File: config.mk
export PLATFORM = sky130hd
export DESIGN_NAME = mie_core
export DESIGN_NICKNAME = d
export VERILOG_FILES = /design/src/verilog/mie_pkg.sv /design/src/verilog/mie_alu.sv /design/src/verilog/mie_core.sv /design/src/verilog/mie_dspace_ram.sv
export SDC_FILE = /design/constraint.sdc
export NUM_CORES = 2
export LEC_CHECK = 0
export BUFFER_PORTS_ARGS = -buffer_cell sky130_fd_sc_hd__buf_2
export CAP_MARGIN = 25
export CELL_PAD_IN_SITES_DETAIL_PLACEMENT = 0
export CELL_PAD_IN_SITES_GLOBAL_PLACEMENT = 2
export CORE_ASPECT_RATIO = 1.1
export CORE_MARGIN = 2
export CORE_UTILIZATION = 45
export CTS_BUF_LIST = sky130_fd_sc_hd__clkbuf_8
export DETAILED_ROUTE_END_ITERATION = 16
export PLACE_DENSITY_LB_ADDON = 0.1
export SETUP_SLACK_MARGIN = 0.1
export SLEW_MARGIN = 40
export SYNTH_ARGS = -nofsm -noshare
export SYNTH_HDL_FRONTEND = slang
export SYNTH_SLANG_ARGS = --single-unit
File: constraint.sdc
create_clock -name clock -period 18.9 [get_ports clock]
set_input_delay 1.89 -clock clock [delete_from_list [all_inputs] [get_ports clock]]
set_output_delay 1.89 -clock clock [all_outputs]
set_load 0.01 [all_outputs]
File: src/verilog/mie_pkg.sv
/*
  Constants of the instruction decode and execute core: opcode groups,
  operand addresses, instruction lengths and cycle counts.
  Assumes a 12-bit program space and a 256-byte data space.
*/
// Summary of operation
// - ALU ops use accumulator plus memory or immediate.
// - Clear, increment, decrement reach all 256 addresses.
// - Complement, rotate, shift act on accumulator only.
// - ALU ops take 4 cycles, update Z and C.
// - Increment, decrement take 4 cycles, Z only.
// - Clear accumulator updates flags, clear memory not.
// - Complement, rotate 1 byte; shift 2 bytes.
// - Four flag branches, 1 byte, 2 cycles.
// - Short branch spans -15 to +16.
// - Bit test branch copies bit to carry.
// - Bit test displacement spans -126 to +129.
// - Bit set and clear, 2 bytes, 4 cycles.
// - Idle, return, wait, stop: 2 cycles, flags kept.
// - Interrupt return changes Z and C.
// - Stop becomes wait when watchdog selected.
// - Jump and call reach 12-bit addresses.
// - Target joins opcode low nibble and next byte.
// - Short branch: condition, direction, span fields.
// - Opcode bit 4 selects index register.
package mie_pkg;

  // ==========================================================
  // Data space addresses
  localparam logic [7:0] ACC_ADDR = 8'h00FF;
  localparam logic [7:0] IDX_BASE = 8'h0080;

  // ==========================================================
  // Opcode groups held in the high nibble
  localparam logic [3:0] GRP_JUMP = 4'h8;
  localparam logic [3:0] GRP_CALL = 4'h9;
  localparam logic [3:0] GRP_BTST = 4'hA;
  localparam logic [3:0] GRP_BSET = 4'hB;
  localparam logic [3:0] GRP_INDX = 4'hC;
  localparam logic [3:0] GRP_INDY = 4'hD;
  localparam logic [3:0] GRP_DIR  = 4'hE;
  localparam logic [3:0] GRP_SYS  = 4'hF;

  // ==========================================================
  // Low nibble codes
  localparam logic [3:0] SUB_IND_INC = 4'h4;
  localparam logic [3:0] SUB_IND_DEC = 4'h5;
  localparam logic [3:0] SUB_DIR_INC = 4'h8;
  localparam logic [3:0] SUB_DIR_DEC = 4'h9;
  localparam logic [3:0] SUB_ACC_INC = 4'hA;
  localparam logic [3:0] SUB_ACC_DEC = 4'hB;
  localparam logic [3:0] SUB_CLR_ACC = 4'hC;
  localparam logic [3:0] SUB_CLR_MEM = 4'hD;
  localparam logic [3:0] SUB_COM     = 4'hE;
  localparam logic [3:0] SUB_RLC     = 4'hF;
  localparam logic [3:0] SUB_SLA     = 4'h8;
  localparam logic [3:0] SUB_NOP     = 4'h9;
  localparam logic [3:0] SUB_RET     = 4'hA;
  localparam logic [3:0] SUB_INTERRUPT_RETURN    = 4'hB;
  localparam logic [3:0] SUB_WAIT    = 4'hC;
  localparam logic [3:0] SUB_STOP    = 4'hD;

  // ==========================================================
  // Short branch conditions in opcode bits 7:5
  localparam logic [2:0] COND_C  = 3'h0;
  localparam logic [2:0] COND_NC = 3'h1;
  localparam logic [2:0] COND_Z  = 3'h2;
  localparam logic [2:0] COND_NZ = 3'h3;

  // ==========================================================
  // Lengths, cycle counts and sizes
  localparam logic [1:0]  LEN_ONE    = 2'h1;
  localparam logic [1:0]  LEN_TWO    = 2'h2;
  localparam logic [1:0]  LEN_THREE  = 2'h3;
  localparam logic [2:0]  CYC_SHORT  = 3'h2;
  localparam logic [2:0]  CYC_STD    = 3'h4;
  localparam logic [2:0]  CYC_BTEST  = 3'h5;
  localparam logic [11:0] BTEST_BASE = 12'h002;
  localparam int          STACK_DEPTH = 6;
  localparam logic [2:0]  STACK_TOP  = 3'h6;
  localparam logic [11:0] PC_RESET   = 12'h000;

  // ==========================================================
  // Arithmetic unit operations
  typedef enum logic [3:0] {
    ALU_ADD, ALU_AND, ALU_CP, ALU_SUB, ALU_INC, ALU_DEC,
    ALU_CLR, ALU_COM, ALU_RLC, ALU_SLA
  } mie_aluop_t;

endpackage
File: src/verilog/mie_alu.sv
/*
  Combinational arithmetic and logic unit of the core.
  Assumes the caller decides which flags it keeps.
*/
`timescale 1ns/1ps
module mie_alu (
  input  wire logic [3:0] op,
  input  wire logic [7:0] opA,
  input  wire logic [7:0] opB,
  input  wire logic       carryIn,
  output logic      [7:0] result,
  output logic            zeroOut,
  output logic            carryOut
);

  logic [8:0] wide;

  // ==========================================================
  // Operation select.
  always_comb begin
    wide = 9'h000;
    case (mie_pkg::mie_aluop_t'(op))
      mie_pkg::ALU_ADD: wide = {1'b0, opA} + {1'b0, opB};
      mie_pkg::ALU_AND: wide = {1'b0, opA & opB};
      mie_pkg::ALU_CP,
      mie_pkg::ALU_SUB: wide = {1'b0, opA} - {1'b0, opB};
      mie_pkg::ALU_INC: wide = {carryIn, opA + 8'h01};
      mie_pkg::ALU_DEC: wide = {carryIn, opA - 8'h01};
      mie_pkg::ALU_CLR: wide = 9'h000;
      mie_pkg::ALU_COM: wide = {opA[7], ~opA};
      mie_pkg::ALU_RLC: wide = {opA, carryIn};
      mie_pkg::ALU_SLA: wide = {opA, 1'b0};
      default:          wide = {carryIn, opA};
    endcase
  end

  assign result   = wide[7:0];
  assign carryOut = wide[8];
  assign zeroOut  = (wide[7:0] == 8'h00);

endmodule // mie_alu

File: src/verilog/mie_core.sv
/*
  Instruction decode and execute core: fetches opcode bytes, reads and
  writes the data space, keeps the flags, the call stack and low power.
  Assumes program memory returns the byte at progAddr in the same cycle.
*/
`timescale 1ns/1ps
module mie_core (
  input  wire logic        clock,
  input  wire logic        reset,
  input  wire logic [7:0]  progData,
  input  wire logic        wdogSel,
  input  wire logic        wakeUp,
  output logic      [11:0] progAddr,
  output logic             waitMode,
  output logic             stopMode,
  output logic             instrDone,
  output logic             flagZero,
  output logic             flagCarry
);

  typedef enum logic {ST_RUN, ST_HALT} mie_state_t;

  mie_state_t  state_r;
  logic [2:0]  cyc_r;
  logic [11:0] pc_r;
  logic [11:0] instrAddr_r;
  logic [7:0]  opc_r;
  logic [7:0]  b1_r;
  logic [7:0]  b2_r;
  logic [7:0]  opAddr_r;
  logic [7:0]  acc_r;
  logic        accRd_r;
  logic        zero_r;
  logic        carry_r;
  logic        zeroSh_r;
  logic        carrySh_r;
  logic        waitMode_r;
  logic        stopMode_r;
  logic        done_r;
  logic [2:0]  sp_r;
  logic [11:0] stack_r [0:mie_pkg::STACK_DEPTH-1];

  // ==========================================================
  // Decode of the current opcode.
  wire       firstCyc = (cyc_r == 3'h0);
  wire [7:0] opcNow   = firstCyc ? progData : opc_r;
  wire [3:0] hiN      = opcNow[7:4];
  wire [3:0] loN      = opcNow[3:0];
  wire       isRel    = ~opcNow[7];
  wire       isJump   = (hiN == mie_pkg::GRP_JUMP);
  wire       isCall   = (hiN == mie_pkg::GRP_CALL);
  wire       isBtst   = (hiN == mie_pkg::GRP_BTST);
  wire       isBset   = (hiN == mie_pkg::GRP_BSET);
  wire       isInd    = (hiN == mie_pkg::GRP_INDX) || (hiN == mie_pkg::GRP_INDY);
  wire       isDir    = (hiN == mie_pkg::GRP_DIR);
  wire       isSys    = (hiN == mie_pkg::GRP_SYS);
  wire       indAlu   = isInd && (loN[3:2] == 2'h0);
  wire       dirAlu   = isDir && (loN[3:2] == 2'h0);
  wire       immAlu   = isDir && (loN[3:2] == 2'h1);
  wire       aluKind  = indAlu || dirAlu || immAlu;
  wire       isCmp    = aluKind && (loN[1:0] == 2'h2);
  wire       indInc   = isInd && (loN == mie_pkg::SUB_IND_INC);
  wire       indDec   = isInd && (loN == mie_pkg::SUB_IND_DEC);
  wire       dirInc   = isDir && (loN == mie_pkg::SUB_DIR_INC);
  wire       dirDec   = isDir && (loN == mie_pkg::SUB_DIR_DEC);
  wire       accInc   = isDir && (loN == mie_pkg::SUB_ACC_INC);
  wire       accDec   = isDir && (loN == mie_pkg::SUB_ACC_DEC);
  wire       clrAcc   = isDir && (loN == mie_pkg::SUB_CLR_ACC);
  wire       clrMem   = isDir && (loN == mie_pkg::SUB_CLR_MEM);
  wire       isCom    = isDir && (loN == mie_pkg::SUB_COM);
  wire       isRlc    = isDir && (loN == mie_pkg::SUB_RLC);
  wire       sysInc   = isSys && (loN[3:2] == 2'h0);
  wire       sysDec   = isSys && (loN[3:2] == 2'h1);
  wire       isSla    = isSys && (loN == mie_pkg::SUB_SLA);
  wire       isRet    = isSys && (loN == mie_pkg::SUB_RET);
  wire       isReti   = isSys && (loN == mie_pkg::SUB_INTERRUPT_RETURN);
  wire       isWait   = isSys && (loN == mie_pkg::SUB_WAIT);
  wire       isStop   = isSys && (loN == mie_pkg::SUB_STOP);
  wire       isIncAny = indInc || dirInc || accInc || sysInc;
  wire       isDecAny = indDec || dirDec || accDec || sysDec;
  wire       sysShort = isSys && !sysInc && !sysDec && !isSla;
  wire       dirMemOp = dirAlu || dirInc || dirDec || clrMem || isBset || isBtst;
  wire       shortReg = sysInc || sysDec;

  // ==========================================================
  // Length and duration.
  wire [1:0] instrLen =
    (isBtst || clrMem)                              ? mie_pkg::LEN_THREE :
    (isRel || isInd || isCom || isRlc || sysShort
     || shortReg)                                   ? mie_pkg::LEN_ONE :
                                                      mie_pkg::LEN_TWO;
  wire [2:0] instrCyc =
    isBtst                                          ? mie_pkg::CYC_BTEST :
    (isRel || sysShort)                             ? mie_pkg::CYC_SHORT :
                                                      mie_pkg::CYC_STD;
  wire       lastCyc = (cyc_r == instrCyc - 3'h1) && (state_r == ST_RUN);
  wire       fetchB1 = (cyc_r == 3'h1) && (instrLen != mie_pkg::LEN_ONE);
  wire       fetchB2 = (cyc_r == 3'h2) && (instrLen == mie_pkg::LEN_THREE);

  // ==========================================================
  // Data space read path; the accumulator lives at the top address.
  logic [7:0] ramQ;
  wire  [7:0] idxAddr = mie_pkg::IDX_BASE | {7'h00, progData[4]};
  wire  [7:0] rdAddr  = firstCyc ? idxAddr : opAddr_r;
  wire  [7:0] rdData  = accRd_r ? acc_r : ramQ;
  wire  [7:0] shortAddr = mie_pkg::IDX_BASE | {6'h00, loN[1:0]};
  wire  [7:0] opAddrNxt =
    isInd    ? rdData :
    dirMemOp ? progData :
    shortReg ? shortAddr :
               mie_pkg::ACC_ADDR;

  // ==========================================================
  // Arithmetic unit operands and operation.
  logic [3:0] aluOp;
  logic [7:0] aluRes;
  logic       aluZero;
  logic       aluCarry;
  wire  [7:0] aluA = aluKind ? acc_r : rdData;
  wire  [7:0] aluB = immAlu ? b1_r : rdData;

  always_comb begin
    aluOp = mie_pkg::ALU_ADD;
    if (aluKind) begin
      aluOp = {2'h0, loN[1:0]};
    end else if (isIncAny) begin
      aluOp = mie_pkg::ALU_INC;
    end else if (isDecAny) begin
      aluOp = mie_pkg::ALU_DEC;
    end else if (clrAcc || clrMem) begin
      aluOp = mie_pkg::ALU_CLR;
    end else if (isCom) begin
      aluOp = mie_pkg::ALU_COM;
    end else if (isRlc) begin
      aluOp = mie_pkg::ALU_RLC;
    end else if (isSla) begin
      aluOp = mie_pkg::ALU_SLA;
    end
  end

  mie_alu mie_alu_inst (
    .op       (aluOp),
    .opA      (aluA),
    .opB      (aluB),
    .carryIn  (carry_r),
    .result   (aluRes),
    .zeroOut  (aluZero),
    .carryOut (aluCarry)
  );

  // ==========================================================
  // Single bit select, set, clear and test.
  wire [2:0] bitSel  = opc_r[3:1];
  wire       bitVal  = rdData[bitSel];
  wire [7:0] bitMask = 8'h01 << bitSel;
  wire [7:0] bitRes  = opc_r[0] ? (rdData | bitMask) : (rdData & ~bitMask);

  // ==========================================================
  // Write back.
  wire accDest = aluKind || clrAcc || isCom || isRlc || isSla;
  wire memDest = isIncAny || isDecAny || clrMem || isBset;
  wire doWrite = lastCyc && ((accDest && !isCmp) || memDest);
  wire [7:0] wrAddr = accDest ? mie_pkg::ACC_ADDR : opAddr_r;
  wire [7:0] wrData = isBset ? bitRes : aluRes;
  wire       wrAcc  = doWrite && (wrAddr == mie_pkg::ACC_ADDR);
  wire       wrRam  = doWrite && (wrAddr != mie_pkg::ACC_ADDR);
  wire updZC = aluKind || clrAcc || isCom || isRlc || isSla;
  wire updZ  = isIncAny || isDecAny;

  mie_dspace_ram mie_dspace_ram_inst (
    .clock  (clock),
    .wrEn   (wrRam),
    .wrAddr (wrAddr),
    .wrData (wrData),
    .rdAddr (rdAddr),
    .rdData (ramQ)
  );

  // ==========================================================
  // Branch conditions and targets.
  logic condMet;
  always_comb begin
    case (opc_r[7:5])
      mie_pkg::COND_C:  condMet = carry_r;
      mie_pkg::COND_NC: condMet = !carry_r;
      mie_pkg::COND_Z:  condMet = zero_r;
      mie_pkg::COND_NZ: condMet = !zero_r;
      default:          condMet = 1'b0;
    endcase
  end

  wire [11:0] span      = {8'h00, opc_r[3:0]};
  wire [11:0] relTarget = opc_r[4] ? (instrAddr_r - span)
                                   : (instrAddr_r + span + 12'h001);
  wire [11:0] btTarget  = instrAddr_r + mie_pkg::BTEST_BASE
                          + {{4{b2_r[7]}}, b2_r};
  wire        btTaken   = opc_r[0] ? bitVal : !bitVal;
  wire [11:0] extTarget = {opc_r[3:0], b1_r};
  wire [2:0]  spDown    = sp_r - 3'h1;
  wire [11:0] popAddr   = stack_r[spDown];
  wire        doPush    = lastCyc && isCall && (sp_r != mie_pkg::STACK_TOP);
  wire        doPop     = lastCyc && (isRet || isReti) && (sp_r != 3'h0);
  wire        toHalt    = lastCyc && (isWait || isStop);
  wire        stopNow   = isStop && !wdogSel;

  logic [11:0] pc_nxt;
  always_comb begin
    pc_nxt = pc_r;
    if (state_r == ST_RUN && (firstCyc || fetchB1 || fetchB2)) begin
      pc_nxt = pc_r + 12'h001;
    end
    if (lastCyc) begin
      if (isRel && condMet) begin
        pc_nxt = relTarget;
      end else if (isBtst && btTaken) begin
        pc_nxt = btTarget;
      end else if (isJump || isCall) begin
        pc_nxt = extTarget;
      end else if (isRet || isReti) begin
        pc_nxt = popAddr;
      end
    end
  end

  // ==========================================================
  // Sequencer and fetch registers.
  always_ff @(posedge clock) begin
    if (reset) begin
      state_r <= ST_RUN;
      cyc_r   <= 3'h0;
    end else if (state_r == ST_HALT) begin
      if (wakeUp) begin
        state_r <= ST_RUN;
      end
    end else if (lastCyc) begin
      cyc_r <= 3'h0;
      if (toHalt) begin
        state_r <= ST_HALT;
      end
    end else begin
      cyc_r <= cyc_r + 3'h1;
    end
  end

  always_ff @(posedge clock) begin
    if (reset) begin
      pc_r        <= mie_pkg::PC_RESET;
      instrAddr_r <= mie_pkg::PC_RESET;
      opc_r       <= 8'h00;
      b1_r        <= 8'h00;
      b2_r        <= 8'h00;
      opAddr_r    <= mie_pkg::ACC_ADDR;
      accRd_r     <= 1'b0;
    end else begin
      pc_r    <= pc_nxt;
      accRd_r <= (rdAddr == mie_pkg::ACC_ADDR);
      if (state_r == ST_RUN && firstCyc) begin
        opc_r       <= progData;
        instrAddr_r <= pc_r;
      end
      if (fetchB1) begin
        b1_r <= progData;
      end
      if (fetchB2) begin
        b2_r <= progData;
      end
      if (cyc_r == 3'h1) begin
        opAddr_r <= opAddrNxt;
      end
    end
  end

  // ==========================================================
  // Accumulator and flags.
  always_ff @(posedge clock) begin
    if (reset) begin
      acc_r     <= 8'h00;
      zero_r    <= 1'b0;
      carry_r   <= 1'b0;
      zeroSh_r  <= 1'b0;
      carrySh_r <= 1'b0;
    end else if (lastCyc) begin
      if (wrAcc) begin
        acc_r <= wrData;
      end
      if (updZC) begin
        zero_r  <= aluZero;
        carry_r <= aluCarry;
      end else if (updZ) begin
        zero_r <= aluZero;
      end else if (isBtst) begin
        carry_r <= bitVal;
      end else if (isReti) begin
        zero_r    <= zeroSh_r;
        carry_r   <= carrySh_r;
        zeroSh_r  <= zero_r;
        carrySh_r <= carry_r;
      end
    end
  end

  // ==========================================================
  // Return address stack.
  always_ff @(posedge clock) begin
    if (reset) begin
      sp_r <= 3'h0;
    end else if (doPush) begin
      sp_r <= sp_r + 3'h1;
    end else if (doPop) begin
      sp_r <= spDown;
    end
  end

  genvar gi;
  generate
    for (gi = 0; gi < mie_pkg::STACK_DEPTH; gi = gi + 1) begin : g_stack
      always_ff @(posedge clock) begin
        if (reset) begin
          stack_r[gi] <= mie_pkg::PC_RESET;
        end else if (doPush && sp_r == 3'(gi)) begin
          stack_r[gi] <= pc_r;
        end
      end
    end
  endgenerate

  // ==========================================================
  // Low power modes and status outputs.
  always_ff @(posedge clock) begin
    if (reset) begin
      waitMode_r <= 1'b0;
      stopMode_r <= 1'b0;
      done_r     <= 1'b0;
    end else begin
      done_r <= lastCyc;
      if (state_r == ST_HALT && wakeUp) begin
        waitMode_r <= 1'b0;
        stopMode_r <= 1'b0;
      end else if (toHalt) begin
        stopMode_r <= stopNow;
        waitMode_r <= !stopNow;
      end
    end
  end

  assign progAddr  = pc_r;
  assign waitMode  = waitMode_r;
  assign stopMode  = stopMode_r;
  assign instrDone = done_r;
  assign flagZero  = zero_r;
  assign flagCarry = carry_r;

endmodule // mie_core

File: src/verilog/mie_dspace_ram.sv
/*
  Data space storage of 256 bytes with a registered read port.
  Assumes one read and one write per clock.
*/
`timescale 1ns/1ps
module mie_dspace_ram (
  input  wire logic       clock,
  input  wire logic       wrEn,
  input  wire logic [7:0] wrAddr,
  input  wire logic [7:0] wrData,
  input  wire logic [7:0] rdAddr,
  output logic      [7:0] rdData
);

  logic [7:0] mem [0:255];

  // ==========================================================
  // Write and registered read.
  always_ff @(posedge clock) begin
    if (wrEn) begin
      mem[wrAddr] <= wrData;
    end
    rdData <= mem[rdAddr];
  end

endmodule // mie_dspace_ram

# ---- After elaboration in Yosys (flattened, before gate mapping)
# Memory sizes are Yosys's and may differ from the RTL's. A register that Yosys moved wholly into a read port is not among the register bits.
# Cells that the tools add are included.
# W data, S select, Z words.
dict set report word_totals {
  ramBits 2120
  romBits 0
  n_memories 2
  input_bits 12
  regBits 79
  latch_bits 0
  wordCells 289
  out_inout_bits 17
}
dict set report op_classes {
  n_mul 0
  shift 1
  n_addsub 14
  n_bitwise 16
  n_mux 77
  n_div 0
  n_eq_ne 51
  n_reduce_logical 109
  magnitude_cmp 1
}
# name words width read_ports rd_ports_with_merged_regs wr line
set memory_table {}
lappend memory_table {mie_dspace_ram_inst.mem 256 8 1 1 1 mie_dspace_ram.sv:15} ;# logic [7:0] mem [0:255];
lappend memory_table {stack_r 6 12 1 0 6 mie_core.sv:41} ;# logic [11:0] stack_r [0:mie_pkg::STACK_DEPTH-1];
# op count
set ops {}
lappend ops {{$mux W12} 13}
lappend ops {{$pmux W9 S9} 1}
lappend ops {{$mux W8} 10}
lappend ops {{$eq A4 B4 Y1 const B} 18}
lappend ops {{$logic_and A1 B1 Y1} 48}
lappend ops {{$logic_or A1 B1 Y1} 36}
lappend ops {{$mux W1} 36}
lappend ops {{$mux W4} 7}
lappend ops {{$add A12 B1 Y12 const B} 2}
lappend ops {{$eq A4 B3 Y1 const B} 6}
lappend ops {{$and A8 B8 Y8} 2}
lappend ops {{$eq A8 B8 Y1 const B} 2}
lappend ops {{$not A8 Y8} 2}
lappend ops {{$eq A3 B2 Y1 const B} 5}
lappend ops {{$mux W3} 5}
lappend ops {{$add A12 B12 Y12} 1}
lappend ops {{$add A12 B2 Y12 const B} 1}
lappend ops {{$add A12 B4 Y12} 1}
lappend ops {{$sub A12 B4 Y12} 1}
lappend ops {{$add A8 B8 Y9} 1}
lappend ops {{$eq A3 B1 Y1 const B} 3}
lappend ops {{$logic_not A1 Y1} 9}
lappend ops {{$logic_not A3 Y1} 3}
lappend ops {{$reduce_bool A3 Y1} 3}
lappend ops {{other kinds (35)} 53}

# ---- Logic depth before layout (Yosys ltp)
dict set report logic_depth {
  ltp_word 23
  mapped_depth 23
  depth_no_buf 21
}

# ---- Cells and area by module
# Synthesis repeated with hierarchy kept, for this count alone.
dict set report unflattened {
  hier_cells 4953
  area_unflattened_um2 90685.7
}
# mod seq_area_each_um2 area_per_inst_um2 cells_each instances
set by_module_without_submodules {}
lappend by_module_without_submodules {mie_dspace_ram 61659.1 79556.3 3733 1}
lappend by_module_without_submodules {mie_core 3743.6 9751.9 1023 1}
lappend by_module_without_submodules {mie_alu 0.0 1377.6 197 1}

# ---- Worst setup path before layout
# OpenSTA, ideal clock, no wires.
dict set report synth_path {
  path_type {input-to-reg}
  from {input progData[7]}
  to {memory mie_dspace_ram_inst.mem[0][6] (data pin)}
  slack_ns 1.663
  path_stages 17
  arrival_time_ns 15.039
  t_required_ns 16.702
  setup_ns 2.198
  path_cell_list {clkbuf_1 -> nand2_1 -> mux2i_1 -> nand3_1 -> buf_1 -> mux2i_1 -> ha_1 -> nor2_1 -> xor2_1 -> ha_1 -> nor2b_1 -> o31a_1 -> o21a_1 -> nor2_1 -> xnor2_1 -> a221oi_1 -> o21ai_0}
}
dict set report synth_between {
  elab_chain_len 14
  elab_cells_between_ends 60
  cone_classes {add/sub: 4; eq/ne: 14; mux: 12; bitwise: 2; reduce/logical: 28}
}
# element line
set synth_lines {}
lappend synth_lines {{start, declared} mie_core.sv:10} ;# input wire logic [7:0] progData,
lappend synth_lines {{$mux W8 *} mie_core.sv:46} ;# wire [7:0] opcNow = firstCyc ? progData : opc_r;
lappend synth_lines {{$eq A4 B4 Y1 (on tied branches)} {mie_core.sv:56, mie_core.sv:54}}
lappend synth_lines {{$logic_and A1 B1 Y1 / $logic_or A1 B1 Y1 (equally long branches)} {mie_core.sv:74, mie_core.sv:54}}
lappend synth_lines {{$mux W4 / $logic_and A1 B1 Y1 (equally long branches)} {mie_core.sv:136, mie_core.sv:63}}
lappend synth_lines {{$mux W4 / $logic_or A1 B1 Y1 (equally long branches)} {mie_core.sv:134, mie_core.sv:80}}
lappend synth_lines {{$mux W4 / $logic_or A1 B1 Y1 (equally long branches)} {mie_core.sv:132, mie_core.sv:80}}
lappend synth_lines {{$mux W4 / $logic_or A1 B1 Y1 (equally long branches)} {mie_core.sv:130, mie_core.sv:80}}
lappend synth_lines {{$mux W4} mie_core.sv:128} ;# end else if (isDecAny) begin
lappend synth_lines {{$mux W4} mie_core.sv:126} ;# end else if (isIncAny) begin
lappend synth_lines {{$mux W4} mie_core.sv:124} ;# if (aluKind) begin
lappend synth_lines {{$eq A4 B2 Y1} mie_alu.sv:22} ;# case (mie_pkg::mie_aluop_t'(op))
lappend synth_lines {{$reduce_or A2 Y1} mie_alu.sv:22}
lappend synth_lines {{$pmux W9 S9} mie_alu.sv:22}
lappend synth_lines {{$mux W8 *} mie_core.sv:164} ;# wire [7:0] wrData = isBset ? bitRes : aluRes;
lappend synth_lines {{net mie_dspace_ram_inst.wrData[6]} mie_dspace_ram.sv:10} ;# input wire logic [7:0] wrData,
lappend synth_lines {{end, declared} mie_dspace_ram.sv:15}
# The timed path passes the listed nets; every way through them passes the cells marked *.

# ---- Worst setup path in the final report
dict set report layout_path {
  from {input progData[7]}
  to {memory mie_dspace_ram_inst.mem[159][7] (data pin)}
}
# Same word-level chain as after synthesis.

==> flow_summary.toml <==
[clocking]
clk_transition_reported_paths_ns = 0.06
clkLatencyLatePin_ns = 1.10
cts_sinks = 2207
cts_max_path_buffers = 4
cts-resized-gates = 0
clk_root_buffer_cell = "clkbuf_8"
postCtsSetupBuffers = 0
ctsHoldBuffers = 0
h-tree-depth = 5
numCtsBuffers = 374
cts_tree = "done"

[job]
max_cap_violations = 0

[synthesis]
syn_inst = 4838
netlist.area_leader.share_pct = 70.87
ys_top_cells_by_area = "edfxtp_1 71%, mux4_2 13%, dfxtp_1 1.9%"
synthArstFlopShare_pct = 0
synth_top_area_cell = "edfxtp_1"
synth_common_cells = "2120 x edfxtp_1, 526 x mux4_2, 384 x nor2_1, 232 x nand2_1, 170 x clkbuf_1"
syn_area_um2 = 89820
synthFlopType = "edfxtp_1"
yosys_warnings = 0
synth.distinct_cells = 90
ys_ff_latch = 2207
syn-mean-instance-area_um2 = 18.57
synth_edf_count = 2120
yosysMostFrequentCell = "edfxtp_1"
yosysSeqAreaShare_pct = 72.81

[finish]
fillCellCount = 16410
area_delta_synth_final_pct = 11.73
layout.nets = 5126
seqCellArea_um2 = 65400
multi_input_area_um2 = 23680
drive_above_1_share_pct = 25.96

[global_routing]
grtUsageTotal_pct = 24.54
grt_overflow = 0
antenna_found_initial = 3
grt_pass1_vias = 48710
grt_pass1_wl_um = 357100
grt_max_degree = 182

[floorplan]
chipHeight_um = 472.6
floorplan.initialDensity_pct = 45.12
coreArea_um2 = 199100
io_pins = 29
die_width_um = 430.0
row_count = 172
die_area_um2 = 203200

[sta]
clock.fmax_mhz = 138.6
final_max_slew_viol_count = 0
fin_worst_skew_ns = 0.05743
setup_tns_ns = 0
setup_viol = 0
tightest_slew_ns = 0.9982
maxSlewHeadroom_pct = 32.61
grt_setup_unrepaired = "no"
final_hold_viol_count = 0
period_minus_slack_ns = 7.216
min_period_over_period_pct = 38.18

[setup_path]
ff2ff_path_depth = 22
cp.required_ns = 19.58
worstSetupStartpointType = "input pin"
crit_path_end_kind = "register"
cp.arrival_ns = 7.89
crit_fanout = 156
crit_type = "input pin to register"

[routing]
via_count = 47250
first_pass_iters = 6
wl_um = 249200
drcViolationCount = 0
postRouteAntennaNets = 0
routedWlPerCell_um = 31.44
first_iter_violations = 4378
viasPerCell = 5.960

[placement]
hpwl_um = 147500
io_buffers = 28
gp_routability_congestion = 0.8560

[worst_hold_path]
hp-class = "register to register"
hold_depth = 2

[status]
outcome = "complete, no violations"
## final cells by class
cell class / instances / area share (%)
flip-flops and latches: 2207 / 65.17
multi-input cells: 2280 / 23.60
clock buffers: 384 / 5.266
well taps: 2610 / 3.254
repair buffers: 145 / 1.365
clock inverters: 255 / 1.162
inverters: 45 / 0.1808
diodes: 2 / 0.004987
## cells by family (layout without fill, tap and decap cells)
group,after synthesis,in the layout,synth area share (%)
DFF,2207,2207,72.81
and+or+nand+nor,860,860,4.300
muxes,681,681,14.96
AOI/OAI and AO/OA,612,612,4.786
buffers and inverters,358,829,1.684
adders and majority gates,61,61,0.8915
xor gates and xnor gates,58,58,0.5655
other,1,10,0.004175
## placed cells by master, fill, tap and decap left out, drive strengths merged, types with 27 or more instances in the layout
cell type / n
edfxtp: 2120
mux4: 526
clkbuf: 386
nor2: 384
nand2: 234
inv: 173
buf: 143
a21oi: 140
mux2i: 135
clkinv: 117
dfxtp: 87
a22oi: 84
and2: 83
o211ai: 66
o21ai: 66
ha: 56
a221oi: 37
nand3: 34
xnor2: 33
nor3: 31
o22ai: 30
o311ai: 27
## through the flow
step | utilization (%) | hold slack [ns] | area, um2 | worst slack, ns | instances
after global routing | 50.41 | 0.5416 | 100400 | 11.17 | 7927
after global placement | 46.71 | 0.4836 | 92980 | 10.58 | 7269
after detailed placement | 46.96 | 0.4930 | 93480 | 10.68 | 7279
after CTS | 50.20 | 0.5085 | 99930 | 11.83 | 7918
final | 50.42 | 0.5008 | 100400 | 11.68 | 7928
after floorplan | - | 0.4536 | 89850 | 1.663 | 4845
## layer usage
layer	track usage (%)	part of all wire (%)	vias up
met5	0	0.0084	-
met4	7.736	2.9	4
met3	4.342	5.9	367
met2	39.81	48	1473
met1	33.96	43	25280
li1	-	-	20130
## sequential cells by signal (all words and copies together), names as in the netlist, 3 cells and up
signal / count
acc_r: 8
b2_r: 8
b1_r: 8
opAddr_r: 8
instrAddr_r: 12
progAddr: 12
mie_dspace_ram_inst.rdData: 8
mie_dspace_ram_inst.mem: 2048
cyc_r: 3
opc_r: 8
sp_r: 3
stack_r: 72
## path summary, 6_finish.rpt
| check | startpoint | end | slack, ns |
|---|---|---|---|
| max reg2reg | cyc_r[0] | mie_dspace_ram_inst.mem[159][7] | 11.75 |
| min reg2reg | instrAddr_r[10] | instrAddr_r[10] | 0.50 |
| max | progData[7] | mie_dspace_ram_inst.mem[159][7] | 11.68 |
| min | instrAddr_r[10] | instrAddr_r[10] | 0.50 |
## worst max-delay path, stage by stage
cell	delay (ns)
buf_2	0.17
nand2_1	0.09
mux2i_1	0.60
nand3_1	0.68
mux2i_1	0.50
ha_1	0.30
nand2_1	0.06
o21ai_0	0.15
inv_1	0.11
ha_1	0.22
nor2b_1	0.14
o2111ai_1	0.19
nand4b_1	0.18
a21o_1	0.22
a21oi_1	0.17
xnor2_1	0.08
nand2_1	0.06
o211ai_1	0.10
o21ai_0	0.67
clkinv_8	0.65
buf_6	0.54
Power is left out: the tool's default activity adds up to more than one toggle a clock period on the data nets, which glitch-free logic cannot reach.
